<file path="src/mifl_defines.vh">
`ifndef MIFL_DEFINES_VH
`define MIFL_DEFINES_VH

// ==========================================================
// register offsets
`define MIFL_ADDR_CTRL    4'h0
`define MIFL_ADDR_FLAGS   4'h1
`define MIFL_ADDR_STATUS  4'h2
`define MIFL_ADDR_OVRUN   4'h3

// ==========================================================
// status register fields
`define MIFL_STAT_REQ     0
`define MIFL_STAT_VEC     1
`define MIFL_STAT_BUSY    3
`define MIFL_STAT_PEND    4

// ==========================================================
// control register fields
`define MIFL_CTRL_GIE     0
`define MIFL_CTRL_NVME    1
`define MIFL_CTRL_MFE     2
`define MIFL_CTRL_TPE     3
`define MIFL_CTRL_TAE     4
`define MIFL_CTRL_CVE     5
`define MIFL_CTRL_RST     8'h00

// ==========================================================
// flag register fields
`define MIFL_FLG_NVM      0
`define MIFL_FLG_MF       1
`define MIFL_FLG_TP       2
`define MIFL_FLG_TA       3
`define MIFL_FLG_CV       4

// ==========================================================
// vector codes, lowest first is highest priority
`define MIFL_VEC_NONE     2'h0
`define MIFL_VEC_NVM      2'h1
`define MIFL_VEC_MF       2'h2
`define MIFL_VEC_CV       2'h3

`endif

</file>
<file path="src/mifl_top.v">
`timescale 1ns/1ns
`include "mifl_defines.vh"

module mifl_top #(
  parameter ADDR_W  = 4,
  parameter DATA_W  = 8,
  parameter N_FLAGS = 5
) (
  input  wire              sys_clk_i,
  input  wire              reset_n_i,
  input  wire [ADDR_W-1:0] addr_i,
  input  wire [DATA_W-1:0] wdata_i,
  input  wire              wr_i,
  input  wire              rd_i,
  output reg  [DATA_W-1:0] rdata_o,
  input  wire              nvm_write_done_i,
  input  wire              timer_match_p_i,
  input  wire              timer_match_a_i,
  input  wire              conv_done_i,
  input  wire              stack_full_i,
  input  wire              low_power_i,
  input  wire              ack_i,
  input  wire              return_from_interrupt_i,
  input  wire              plain_return_i,
  output reg               int_req_o,
  output reg  [1:0]        int_vector_o,
  output reg               push_pc_o,
  output reg               wake_o
);

  // ========================================================
  // service phase codes
  localparam [1:0] ST_IDLE    = 2'b00;
  localparam [1:0] ST_CALL    = 2'b01;
  localparam [1:0] ST_HANDLER = 2'b10;

  // ========================================================
  // state
  reg  [DATA_W-1:0]  ctrl_reg;
  reg                nvm_write_done_flag_reg;
  reg                grouped_int_flags_reg;
  reg                timer_match_p_flag_reg;
  reg                timer_match_a_flag_reg;
  reg                conv_done_flag_reg;
  reg  [N_FLAGS-1:0] flags_prev_reg;
  reg  [3:0]         overrun_reg;
  reg  [1:0]         svc_state_reg;
  reg  [1:0]         svc_state_next;
  reg  [1:0]         vec_next;
  reg  [DATA_W-1:0]  status_word;

  wire global_int_enable    = ctrl_reg[`MIFL_CTRL_GIE];
  wire nvm_write_int_enable = ctrl_reg[`MIFL_CTRL_NVME];
  wire grouped_int_enable   = ctrl_reg[`MIFL_CTRL_MFE];
  wire timer_match_p_enable = ctrl_reg[`MIFL_CTRL_TPE];
  wire timer_match_a_enable = ctrl_reg[`MIFL_CTRL_TAE];
  wire conv_int_enable      = ctrl_reg[`MIFL_CTRL_CVE];

  wire [N_FLAGS-1:0] flags = {conv_done_flag_reg, timer_match_a_flag_reg, timer_match_p_flag_reg,
                              grouped_int_flags_reg, nvm_write_done_flag_reg};

  // ========================================================
  // address decode
  function addr_hit;
    input [ADDR_W-1:0] a;
    input [ADDR_W-1:0] off;
    begin
      addr_hit = (a == off);
    end
  endfunction

  wire wr_ctrl  = wr_i && addr_hit(addr_i, `MIFL_ADDR_CTRL);
  wire wr_flags = wr_i && addr_hit(addr_i, `MIFL_ADDR_FLAGS);
  wire wr_ovr   = wr_i && addr_hit(addr_i, `MIFL_ADDR_OVRUN);

  // ========================================================
  // priority pick, lowest vector first
  function [1:0] pick_vector;
    input [2:0] mask;
    begin
      if (mask[0])
        pick_vector = `MIFL_VEC_NVM;
      else if (mask[1])
        pick_vector = `MIFL_VEC_MF;
      else if (mask[2])
        pick_vector = `MIFL_VEC_CV;
      else
        pick_vector = `MIFL_VEC_NONE;
    end
  endfunction

  // ========================================================
  // arbitration
  // a timer match raises the grouped flag only if its own enable is set
  wire grp_src = (timer_match_p_i && timer_match_p_enable) ||
                 (timer_match_a_i && timer_match_a_enable);
  // one call at a time: nothing new until the core has taken the last one
  wire can_take = global_int_enable && !stack_full_i && !int_req_o;

  wire [2:0] pend_mask;
  assign pend_mask[0] = nvm_write_int_enable && nvm_write_done_flag_reg;
  assign pend_mask[1] = grouped_int_enable && grouped_int_flags_reg;
  assign pend_mask[2] = conv_int_enable && conv_done_flag_reg;

  always @* begin
    if (can_take)
      vec_next = pick_vector(pend_mask);
    else
      vec_next = `MIFL_VEC_NONE;
  end

  wire service = (vec_next != `MIFL_VEC_NONE);

  // ========================================================
  // control register and global enable
  always @(posedge sys_clk_i) begin
    if (!reset_n_i) begin
      ctrl_reg <= `MIFL_CTRL_RST;
    end else begin
      if (wr_ctrl) begin
        ctrl_reg <= wdata_i;
      end
      // a service in the cycle of a software write still wins the enable
      if (service) begin
        ctrl_reg[`MIFL_CTRL_GIE] <= 1'b0;
      end else if (return_from_interrupt_i) begin
        ctrl_reg[`MIFL_CTRL_GIE] <= 1'b1;
      end
    end
  end

  // ========================================================
  // request flags; a hardware set beats the service clear and software
  always @(posedge sys_clk_i) begin
    if (!reset_n_i) begin
      nvm_write_done_flag_reg <= 1'b0;
    end else if (nvm_write_done_i) begin
      nvm_write_done_flag_reg <= 1'b1;
    end else if (vec_next == `MIFL_VEC_NVM) begin
      nvm_write_done_flag_reg <= 1'b0;
    end else if (wr_flags) begin
      nvm_write_done_flag_reg <= wdata_i[`MIFL_FLG_NVM];
    end
  end

  always @(posedge sys_clk_i) begin
    if (!reset_n_i) begin
      grouped_int_flags_reg <= 1'b0;
    end else if (grp_src) begin
      grouped_int_flags_reg <= 1'b1;
    end else if (vec_next == `MIFL_VEC_MF) begin
      grouped_int_flags_reg <= 1'b0;
    end else if (wr_flags) begin
      grouped_int_flags_reg <= wdata_i[`MIFL_FLG_MF];
    end
  end

  // timer flags are never cleared by service, only by software
  always @(posedge sys_clk_i) begin
    if (!reset_n_i) begin
      timer_match_p_flag_reg <= 1'b0;
    end else if (timer_match_p_i) begin
      timer_match_p_flag_reg <= 1'b1;
    end else if (wr_flags) begin
      timer_match_p_flag_reg <= wdata_i[`MIFL_FLG_TP];
    end
  end

  always @(posedge sys_clk_i) begin
    if (!reset_n_i) begin
      timer_match_a_flag_reg <= 1'b0;
    end else if (timer_match_a_i) begin
      timer_match_a_flag_reg <= 1'b1;
    end else if (wr_flags) begin
      timer_match_a_flag_reg <= wdata_i[`MIFL_FLG_TA];
    end
  end

  always @(posedge sys_clk_i) begin
    if (!reset_n_i) begin
      conv_done_flag_reg <= 1'b0;
    end else if (conv_done_i) begin
      conv_done_flag_reg <= 1'b1;
    end else if (vec_next == `MIFL_VEC_CV) begin
      conv_done_flag_reg <= 1'b0;
    end else if (wr_flags) begin
      conv_done_flag_reg <= wdata_i[`MIFL_FLG_CV];
    end
  end

  // ========================================================
  // overrun: an event that finds its flag already set is otherwise lost;
  // software reads these sticky bits and writes ones to clear them
  wire [3:0] ev_in   = {conv_done_i, timer_match_a_i, timer_match_p_i, nvm_write_done_i};
  wire [3:0] ev_flag = {conv_done_flag_reg, timer_match_a_flag_reg, timer_match_p_flag_reg,
                        nvm_write_done_flag_reg};

  genvar gi;

  generate
    for (gi = 0; gi < 4; gi = gi + 1) begin : g_ovr
      always @(posedge sys_clk_i) begin
        if (!reset_n_i) begin
          overrun_reg[gi] <= 1'b0;
        end else if (ev_in[gi] && ev_flag[gi]) begin
          overrun_reg[gi] <= 1'b1;
        end else if (wr_ovr && wdata_i[gi]) begin
          overrun_reg[gi] <= 1'b0;
        end
      end
    end
  endgenerate

  // ========================================================
  // call request toward the core, held until the core acknowledges
  always @(posedge sys_clk_i) begin
    if (!reset_n_i)
      int_req_o <= 1'b0;
    else if (service)
      int_req_o <= 1'b1;
    else if (ack_i)
      int_req_o <= 1'b0;
  end

  // the vector stays readable after the call is taken
  always @(posedge sys_clk_i) begin
    if (!reset_n_i)
      int_vector_o <= `MIFL_VEC_NONE;
    else if (service)
      int_vector_o <= vec_next;
  end

  // only the program counter is pushed; the handler saves everything else
  always @(posedge sys_clk_i) begin
    if (!reset_n_i)
      push_pc_o <= 1'b0;
    else
      push_pc_o <= service;
  end

  // ========================================================
  // service phase, for software that polls the status register
  always @* begin
    svc_state_next = svc_state_reg;
    case (svc_state_reg)
      ST_IDLE: begin
        if (service) begin
          svc_state_next = ST_CALL;
        end
      end
      ST_CALL: begin
        if (ack_i) begin
          svc_state_next = ST_HANDLER;
        end
      end
      ST_HANDLER: begin
        // either return ends the handler; only the interrupt return re-enables
        if (return_from_interrupt_i) begin
          svc_state_next = ST_IDLE;
        end else if (plain_return_i) begin
          svc_state_next = ST_IDLE;
        end
      end
      default: begin
        svc_state_next = ST_IDLE;
      end
    endcase
  end

  always @(posedge sys_clk_i) begin
    if (!reset_n_i) begin
      svc_state_reg <= ST_IDLE;
    end else begin
      svc_state_reg <= svc_state_next;
    end
  end

  // ========================================================
  // wake-up; enables are ignored and a preset flag never rises
  wire [N_FLAGS-1:0] flag_rise;

  generate
    for (gi = 0; gi < N_FLAGS; gi = gi + 1) begin : g_rise
      assign flag_rise[gi] = flags[gi] && !flags_prev_reg[gi];
    end
  endgenerate

  always @(posedge sys_clk_i) begin
    if (!reset_n_i) begin
      flags_prev_reg <= {N_FLAGS{1'b0}};
      wake_o         <= 1'b0;
    end else begin
      flags_prev_reg <= flags;
      wake_o         <= low_power_i && (flag_rise != {N_FLAGS{1'b0}});
    end
  end

  // ========================================================
  // status word: request, vector, handler phase, sources ready to go
  always @* begin
    status_word                                      = {DATA_W{1'b0}};
    status_word[`MIFL_STAT_REQ]                      = int_req_o;
    status_word[`MIFL_STAT_VEC+1:`MIFL_STAT_VEC]     = int_vector_o;
    status_word[`MIFL_STAT_BUSY]                     = (svc_state_reg == ST_HANDLER);
    status_word[`MIFL_STAT_PEND+2:`MIFL_STAT_PEND]   = pend_mask;
  end

  // ========================================================
  // register read; data stands for one cycle only
  always @(posedge sys_clk_i) begin
    if (!reset_n_i) begin
      rdata_o <= {DATA_W{1'b0}};
    end else if (rd_i) begin
      case (addr_i)
        `MIFL_ADDR_CTRL:   rdata_o <= ctrl_reg;
        `MIFL_ADDR_FLAGS:  rdata_o <= {{(DATA_W-N_FLAGS){1'b0}}, flags};
        `MIFL_ADDR_STATUS: rdata_o <= status_word;
        `MIFL_ADDR_OVRUN:  rdata_o <= {{(DATA_W-4){1'b0}}, overrun_reg};
        default:           rdata_o <= {DATA_W{1'b0}};
      endcase
    end else begin
      rdata_o <= {DATA_W{1'b0}};
    end
  end

endmodule // mifl_top

</file>
<file path="config.mk">
export PLATFORM = sky130hd
export DESIGN_NAME = mifl_top
export DESIGN_NICKNAME = d
export VERILOG_FILES = /design/src/mifl_top.v
export VERILOG_INCLUDE_DIRS = /design/src
export SDC_FILE = /design/constraint.sdc
export NUM_CORES = 1
export LEC_CHECK = 0
export BUFFER_PORTS_ARGS = -buffer_cell sky130_fd_sc_hd__buf_2
export CORE_MARGIN = 1
export CORE_UTILIZATION = 53
export DETAILED_ROUTE_END_ITERATION = 10
export GPL_TIMING_DRIVEN = 0
export PLACE_DENSITY = 0.83
export SLEW_MARGIN = 40
export SYNTH_ARGS = -nofsm -noshare
export SYNTH_HDL_FRONTEND = slang
export SYNTH_SLANG_ARGS = --single-unit
</file>
<file path="constraint.sdc">
create_clock -name sys_clk_i -period 2 [get_ports sys_clk_i]
set_clock_uncertainty 0.15 [all_clocks]
set_input_delay 0 -clock sys_clk_i [delete_from_list [all_inputs] [get_ports sys_clk_i]]
set_output_delay 0 -clock sys_clk_i [all_outputs]
set_load 0.03 [all_outputs]
</file>
==> results.toml, run 1 <==
[run_status]
status = "complete, no violations"

[cts]
cts_buffer_depth = 2
path_clk_slew_ns = 0.11
clkLatencyLatePin_ns = 0.35
root_buffer = "clkbuf_4"
cts_sinks = 37
cts-buffers-inserted = 5
h-tree-depth = 2
cts_tree = "built"

[finish]
num_antenna_cells = 0
area_delta_synth_final_pct = 37.65
final_core_util_pct = 75.99
nFillCells = 219
drive_above_1_share_pct = 22.48
finalNetCount = 282

[synthesis]
synth-main-ff-cell = "dfxtp_1"
async_reset_ff_share_pct = 0
synth.distinct_cells = 45
mappedNetlistArea_mm2 = 0.001672
yosysTopAreaCell = "dfxtp_1"
yosysWarnings = 0
synth-seq-cells = 37
synthTopCellsByCount = "dfxtp_1 (37), nand2_1 (16), o21ai_0 (13)"
synth_edf_count = 0
synth_nets = 205
synth-seq-area-share_pct = 44.31
avgSynthCellArea_um2 = 9.287
yosysTopAreaCellShare_pct = 44.31
synthTopCellsByArea = "dfxtp_1 (44%), a21boi_0 (4.9%), mux2i_1 (4.8%)"
synth.most_common_cell = "dfxtp_1"
syn_inst = 180

[setup_path]
required_ns = 2.09
worstPathCellList = "dlygate4sd3_1 > buf_2 > nand4bb_1 > buf_2 > or4_1 > dlygate4sd3_1 > o311a_1"
startpoint_type = "primary input"
crit_arrival_ns = 2.05
crit_path_end_kind = "register"
cp_slowest_cell = "dlygate4sd3_1"
cp_max_fo = 10
critPathMaxStageDelay_ns = 0.59
critPathKind = "primary input to register"

[sta]
rsz0062_at_grt = "no"
hold_viol = 0
timing.final.crit_share_pct = 97.61
relSlewSlack_pct = 68.30
finalSetupViolCount = 0
post-route-min-period_ns = 1.952
clock.fmax_mhz = 512.2
drv_slew = 0
fin_tns_setup_ns = 0
final.setup.worst_slack_ns = 0.04778
worstMarginPinSlew_ns = 0.4755

[die]
pin_count = 38
coreArea_mm2 = 0.003028
start_util_pct = 55.21
die_area_mm2 = 0.003383
die_w_um = 58.16
fp.dieH_um = 58.16
rows = 20

[detailed_routing]
drt_iter0_drc = 95
num_vias = 1746
wirelength_mm = 4.823
dr.pass1.iters = 5
viasPerCell = 5.781
wl_per_cell_um = 15.97
ant_nets = 0
remaining_drc_errors = 0

[placement]
place.gp.congestion = 0.8988
portBuffers = 36
preCtsSetupSlack_ns = 0.4337
dp_hpwl_mm = 3.004

[global_route]
grt_pass1_vias = 1572
grt_overflow = 0
grtUsageTotal_pct = 30.88
grt_max_degree = 12
grt_pass1_wl_mm = 7.707
antenna_found_initial = 0

[hold_path]
hold_path.class = "primary input to register"

[flow_run]
maxCapViolCount = 0

[pwr]
p_per_area_mw_per_mm2 = 587.2
ir_drop_mv = 0.4206
leakagePower_uw = 0.0009013
layout by cell type, fill, tap and decap left out, types with 3 or more instances in the layout:
cell	Yosys	final
clkbuf_4	0	5
nand3_1	7	7
and2_1	8	8
or3_1	3	3
nor2_1	4	4
inv_1	6	6
buf_2	3	40
o21ai_0	13	13
nor4b_1	4	4
o22a_1	3	3
dfxtp_1	37	37
nand2_1	16	16
o311a_1	3	3
a21boi_0	11	11
dlygate4sd3_1	0	34
clkbuf_1	8	7
mux2i_1	8	8
a21oi_1	6	6
nor3_1	3	3
area by class of cell:
class | instances | area, um2 | area share [%]
Multi-Input combinational cell | 124 | 844.6 | 36.70
Clock inverter | 2 | 10.01 | 0.4350
Timing Repair Buffer | 70 | 520.5 | 22.62
Inverter | 6 | 22.52 | 0.9788
Tap cell | 44 | 55.05 | 2.393
Buffer | 13 | 66.31 | 2.882
Sequential cell | 37 | 740.7 | 32.19
Clock buffer | 6 | 41.29 | 1.794
report_power, final:
part,internal (uW),switching [uW]
Clock,134,243
Combinational,100,96.5
Sequential,759,18.8
Total,993,359
worst max-delay path, delay by kind of cell:
kind,cells,cell delay [ns]
compound gates,1,0.13
buf+inv,4,1.41
simple gates,2,0.51
per-stage QoR:
step	hold WS (ns)	instance area, um2	power, uW	std cells
floorplan	-0.02481	1672	876.9	180
global placement	0.08490	1907	937.7	260
detailed placement	0.08365	1907	940.0	260
CTS	0.009236	2298	1344	302
global route	0.03207	2301	1408	302
finish	0.01510	2301	1351	302
cells by family (layout without fill, tap and decap cells):
| group | Yosys count | in the layout | synth area share [%] |
|---|---|---|---|
| AO/OA/AOI/OAI | 53 | 53 | 23.95 |
| AND/OR/NAND/NOR | 62 | 62 | 21.11 |
| multiplexers | 9 | 9 | 5.464 |
| buffers and inverters | 19 | 97 | 5.165 |
| flip-flops | 37 | 37 | 44.31 |
metal layers:
| layer | track usage [%] | vias up | wire [um] |
|---|---|---|---|
| met2 | 50.41 | 93 | 2281 |
| met3 | 8.036 | 22 | 421 |
| met1 | 39.03 | 811 | 1961 |
| met4 | 11.90 | 0 | 159 |
| li1 | - | 820 | - |
| met5 | 0 | - | 0 |
what timing repair did:
| action | 4_1_cts | 5_1_grt |
|---|---|---|
| endpoints found under the setup margin | 0 | 5 |
| hold buffers | 34 | 0 |
| hold endpoints to repair | 26 | 0 |
| gates resized for setup | 0 | 5 |
| setup buffers | 0 | 0 |
worst paths after layout:
kind	from	depth (start not counted)	end	slack (ns)
max reg2reg	int_req_o	4	grouped_int_flags_reg	0.34
min reg2reg	flags_prev_reg[1]	2	wake_o	0.34
max	addr_i[0]	7	timer_match_a_flag_reg	0.05
min	reset_n_i	4	conv_done_flag_reg	0.02
(Power assumes the default switching activity.)
==> inputs of run 2 (changes only) <==
ABC_AREA = 1   (was unset)
CORE_UTILIZATION = 52   (was 53)
PLACE_DENSITY = 0.82   (was 0.83)
==> run 2 against run 1 <==
Against the previous run:
- the run now ends with DRC left
- synthesized area fell by 3.7%
- first-iteration DRC count rose by 5.3%
- sequential share of layout area rose by 0.57 points
- register-to-register slack got worse by 0.04 ns
- wire length fell by 8.4%
- sequential power barely moved
- largest power group unchanged
- synthesized cell count rose by 26%
- flip-flop and latch count did not move
- non-clock buffer count fell by 7
- die area fell by 1.7%
- combinational power barely moved
- maximum frequency rose by 2.2%
==> results.toml, run 2 <==
[run_status]
status = "finished, violations left"
violations = "DRC"

[pwr]
leakagePower_uw = 0.001141
p_int_uw = 1060
p_per_area_mw_per_mm2 = 627.3
p_comb_share_pct = 13.9
p_sw_uw = 358.0
ir_drop_mv = 0.5646
switching_share_pct = 25.24
power_frac_clock_pct = 31.4
p_seq_share_pct = 54.7

[flow_run]
maxCapViolCount = 0

[sta]
worstMarginPinSlew_ns = 0.4356
drv_slew = 0
rsz0062_at_grt = "no"
hold_viol = 0
post-route-min-period_ns = 1.910
timing.final.crit_share_pct = 95.50
relSlewSlack_pct = 70.96
clock.fmax_mhz = 523.5
finalSetupViolCount = 0
fin_tns_setup_ns = 0

[cts]
cts_sinks = 37
cts_buffer_depth = 2
clkLatencyLatePin_ns = 0.35
h-tree-depth = 2
cts_tree = "built"
cts_setup_buffers = 0
path_clk_slew_ns = 0.11
cts-buffers-inserted = 5
root_buffer = "clkbuf_4"

[synthesis]
synthTopCellsByArea = "dfxtp_1 (46%), nand2_1 (12%), inv_1 (9.6%)"
synth.most_common_cell = "nand2_1"
synth_edf_count = 0
synth-main-ff-cell = "dfxtp_1"
synthTopCellsByCount = "nand2_1 (51), inv_1 (41), dfxtp_1 (37)"
yosysTopAreaCellShare_pct = 46.00
synth.distinct_cells = 25
yosysWarnings = 0
mappedNetlistArea_mm2 = 0.001610
yosysTopAreaCell = "dfxtp_1"
synth-seq-area-share_pct = 46.00
synth_nets = 252
syn_inst = 227
synth-seq-cells = 37
async_reset_ff_share_pct = 0
avgSynthCellArea_um2 = 7.094

[global_route]
grt_use_met1_pct = 35.15
grt_util_met2_pct = 47.84
antenna_found_initial = 0
grt_pass1_wl_mm = 7.010
grt_use_met3_pct = 8.929
grt_pass1_vias = 1571
busiest_layer = "met2"
grt_overflow = 0
grtUsageTotal_pct = 28.61
grt_max_degree = 12

[setup_path]
cp_top_family = "buffers and inverters"
cp.buffers_inverters = 3
r2r_cells = 7
crit_start = "addr_i[3]"
crit_path_end_kind = "register"
critPathKind = "primary input to register"
required_ns = 2.15
cp_slowest_cell = "dlygate4sd3_1"
cp_num_cells = 8
startpoint_type = "primary input"
worstPathCellList = "dlygate4sd3_1 > buf_2 > nor2_4 > nand2_2 > o21ai_0 > nor2_1 > nor2_1 > dlygate4sd3_1"
crit_arrival_ns = 2.06
r2r-start = "int_req_o"
cp_max_fo = 10
critPathMaxStageDelay_ns = 0.56

[detailed_routing]
dr.pass1.iters = 10
wirelength_mm = 4.416
drt_iter0_drc = 100
viasPerCell = 5.163
remaining_drc_errors = 2
wl_per_cell_um = 13.10
ant_nets = 0
num_vias = 1740

[die]
rows = 19
coreArea_mm2 = 0.002853
die_area_mm2 = 0.003324
start_util_pct = 56.45
die_w_um = 57.65
fp.dieH_um = 57.65
pin_count = 38

[placement]
place.gp.congestion = 0.8910
portBuffers = 35
dp_hpwl_mm = 2.777

[finish]
final_cell_mix = "nand2_1 (51), inv_1 (41), buf_2 (37), dfxtp_1 (37), dlygate4sd3_1 (36)"
final_common_cell = "nand2_1"
num_antenna_cells = 0
finalNetCount = 330
drive_above_1_share_pct = 19.28
area_delta_synth_final_pct = 40.40
final_core_util_pct = 79.25

[hold_path]
hold_path.class = "primary input to register"
hold_depth = 4
min-delay-start = "wr_i"
-- run 2: cell count changes after synthesis, moves of 11 or more --
cell	previous run	this run
nor2_1	4	19
a21boi_0	11	0
inv_1	6	41
nand2_1	16	51
-- run 2: per-layer routing --
metal	vias up	share of wire [%]	wire (um)
met1	779	42	1872
met5	-	0	0
met4	0	1.8	78
met2	78	48	2117
li1	873	-	-
met3	10	7.9	348
-- run 2: stage by stage --
stage	power [uW]	hold WS [ns]	cells	setup slack (ns)	cell area [um2]
after floorplan	874.1	-0.02933	227	0.7067	1610
after global placement	926.5	0.07967	293	0.6925	1824
after detailed placement	929.1	0.08904	293	0.6929	1824
after CTS	1411	0.02425	337	0.1531	2255
after global routing	1475	0.03816	337	0.04159	2261
final	1418	0.03249	337	0.08996	2261
-- run 2: worst paths after layout --
| path | end | slack [ns] |
|---|---|---|
| max | rdata_o[3] | 0.09 |
| min reg2reg | rdata_o[7] | 0.31 |
| max reg2reg | conv_done_flag_reg | 0.30 |
| min | ctrl_reg[3] | 0.03 |
-- run 2: final cells by class --
type	instances	area, um2
flip-flops and latches	37	740.7
multi-input cells	141	678.2
fillers	190	591.8
repair buffers	71	535.5
inverters	44	165.2
clock buffers	7	65.06
well taps	31	38.79
plain buffers	5	32.53
clock inverters	1	5.005
-- run 2: repair_timing --
item,CTS,global route
gates resized for setup,0,1
setup endpoints to repair,0,1
hold buffers,36,0
hold endpoints to repair,34,0
-- run 2: power groups by stage --
stage | sequential [uW] | combinational [uW] | clock, uW
final | 776 | 197 | 445
after global placement | 791 | 135 | 0
after CTS | 775 | 188 | 448
after detailed placement | 792 | 137 | 0
after global routing | 778 | 215 | 483
after floorplan | 793 | 81.0 | 0
-- run 2: kinds of logic (layout without fill, tap and decap cells) --
| kind of cell | count (synthesis) | count (layout) | share of synthesized area, % |
|---|---|---|---|
| flops | 37 | 37 | 46.00 |
| compound gates | 40 | 40 | 13.29 |
| simple gates | 101 | 101 | 28.44 |
| buf+inv | 49 | 128 | 12.28 |
-- run 2: worst min-delay path: cells and delay by family --
kind | cells | cell delay [ns]
AOI/OAI and AO/OA | 2 | 0.21
buffers and inverters | 1 | 0.16
and+or+nand+nor | 1 | 0.13
==> inputs of run 3 (changes only) <==
CORE_UTILIZATION = 55   (was 52)
CTS_BUF_LIST = sky130_fd_sc_hd__clkbuf_2 sky130_fd_sc_hd__clkbuf_4 sky130_fd_sc_hd__clkbuf_8   (was unset)
CTS_CLUSTER_DIAMETER = 30   (was unset)
PLACE_DENSITY = 0.85   (was 0.82)
==> run 3 against run 2 <==
Against the previous run:
- the flow now finishes without violations
- maximum frequency down 1.3%
- total power is essentially flat
- cell count is 2.1% higher
- combinational power up 8%
- count of clock-buffer cells in the layout stayed put
- sequential share of layout area decreased by 0.92 points
- largest cell class unchanged
==> results.toml, run 3 (synthesis gave the netlist of run 2 again) <==
[run_status]
status = "complete, no violations"

[detailed_routing]
wirelength_mm = 5.720
dr.pass1.iters = 5
drt_iter0_drc = 233
remaining_drc_errors = 0
ant_nets = 0
viasPerCell = 5.767
wl_per_cell_um = 16.63
num_vias = 1984

[setup_path]
r2r_cells = 6
cp.buffers_inverters = 5
startpoint_type = "primary input"
crit_arrival_ns = 2.08
required_ns = 2.15
reg2reg_slack_ns = 0.16
crit_path_end_kind = "register"
cp_top_family = "buffers and inverters"
worstPathCellList = "buf_2 > inv_2 > nand2_1 > dlygate4sd3_1 > nor2_2 > inv_2 > o21ai_0 > nor2_1 > nor2_1 > dlygate4sd3_1"
critPathKind = "primary input to register"
cp_max_fo = 7
rr_endpoint = "conv_done_flag_reg"
critPathMaxStageDelay_ns = 0.58
cp_slowest_cell = "dlygate4sd3_1"
r2r-start = "conv_done_flag_reg"

[cts]
cts_buffer_depth = 2
path_clk_slew_ns = 0.11
cts_sinks = 37
clkLatencyLatePin_ns = 0.36
cts-buffers-inserted = 5
cts_tree = "built"
h-tree-depth = 2
root_buffer = "clkbuf_4"

[global_route]
grt_pass1_vias = 1928
grt_overflow = 0
antenna_found_initial = 0
grt_max_degree = 11
grt_util_met2_pct = 63.78
busiest_layer = "met2"
grt_pass1_wl_mm = 9.142
grtUsageTotal_pct = 38.41
grt_use_met3_pct = 8.372
grt_use_met1_pct = 45.44

[pwr]
p_sw_uw = 377.0
ir_drop_mv = 0.6039
power_frac_clock_pct = 30.1
p_per_area_mw_per_mm2 = 609.3
p_comb_share_pct = 15.0
leakagePower_uw = 0.001163
switching_share_pct = 26.60
p_int_uw = 1040
p_seq_share_pct = 54.9

[sta]
post-route-min-period_ns = 1.935
finalSetupViolCount = 0
relSlewSlack_pct = 68.84
hold_viol = 0
drv_slew = 0
fin_tns_setup_ns = 0
rsz0062_at_grt = "no"
clock.fmax_mhz = 516.7
timing.final.crit_share_pct = 96.77
final.setup.worst_slack_ns = 0.06468
worstMarginPinSlew_ns = 0.4674

[die]
pin_count = 38
die_w_um = 56.11
start_util_pct = 58.39
die_area_mm2 = 0.003148
fp.dieH_um = 56.11
rows = 19
coreArea_mm2 = 0.002758

[flow_run]
maxCapViolCount = 0

[placement]
dp_hpwl_mm = 2.812
preCtsSetupSlack_ns = 0.7004
portBuffers = 35
place.gp.congestion = 0.9210

[finish]
drive_above_1_share_pct = 18.85
final_cell_mix = "nand2_1 (51), dlygate4sd3_1 (44), inv_1 (41)"
area_delta_synth_final_pct = 44.44
finalNetCount = 338
num_antenna_cells = 0
final_common_cell = "nand2_1"

[hold_path]
holdPathEnd = "ctrl_reg[3]"
hold_path.class = "primary input to register"
hold_depth = 4
min-delay-start = "wr_i"
run 3: what timing repair did:
action	4_1_cts	5_1_grt
resized for setup	0	2
endpoints found under the hold margin	36	0
setup buffers	0	0
hold buffers	45	0
endpoints found under the setup margin	0	3
run 3: stage by stage:
stage	total power, uW	area [um2]	hold slack [ns]	util, %	instances
floorplan	874.1	1610	-0.02933	-	227
global placement	926.9	1824	0.08145	66.15	293
detailed placement	929.3	1824	0.08764	66.15	293
CTS	1388	2333	0.002437	84.62	345
global route	1450	2326	0.06379	84.35	344
finish	1417	2326	0.03476	84.35	344
run 3: worst max path at each step:
stage                     startpoint                       to  depth (start not counted)  slack (ns)
6_report                   addr_i[0]               rdata_o[0]                         10        0.06
5_1_grt                   wdata_i[3]           overrun_reg[3]                          7        0.01
4_1_cts                   wdata_i[0]  nvm_write_done_flag_reg                          8        0.02
3_5_place_dp   grouped_int_flags_reg                int_req_o                          7        0.70
3_3_place_gp   grouped_int_flags_reg                int_req_o                          7        0.69
2_1_floorplan              int_req_o                int_req_o                          7        0.71
run 3: power groups by stage:
stage | registers (uW) | logic, uW | clock network (uW)
global placement | 791 | 136 | 0
global route | 779 | 226 | 444
floorplan | 793 | 81.0 | 0
finish | 779 | 212 | 426
detailed placement | 791 | 138 | 0
CTS | 774 | 193 | 421
run 3: layout make-up:
class	instances	area [um2]
Buffer	5	32.53
Clock buffer	7	58.81
Fill cell	161	431.7
Inverter	44	165.2
Multi-Input combinational cell	141	674.4
Sequential cell	37	740.7
Tap cell	31	38.79
Timing Repair Buffer	79	615.6
run 3: per-layer routing:
| layer | vias to the layer above | routed length (um) |
|---|---|---|
| li1 | 889 | - |
| met1 | 879 | 2127 |
| met4 | 0 | 285 |
| met2 | 173 | 2699 |
| met3 | 43 | 607 |
| met5 | - | 0 |
run 3: tightest hold or removal path, delay by kind of cell:
kind,cells,cell delay [ns]
AO/OA/AOI/OAI,2,0.21
AND/OR/NAND/NOR,1,0.14
buffers and inverters,1,0.16
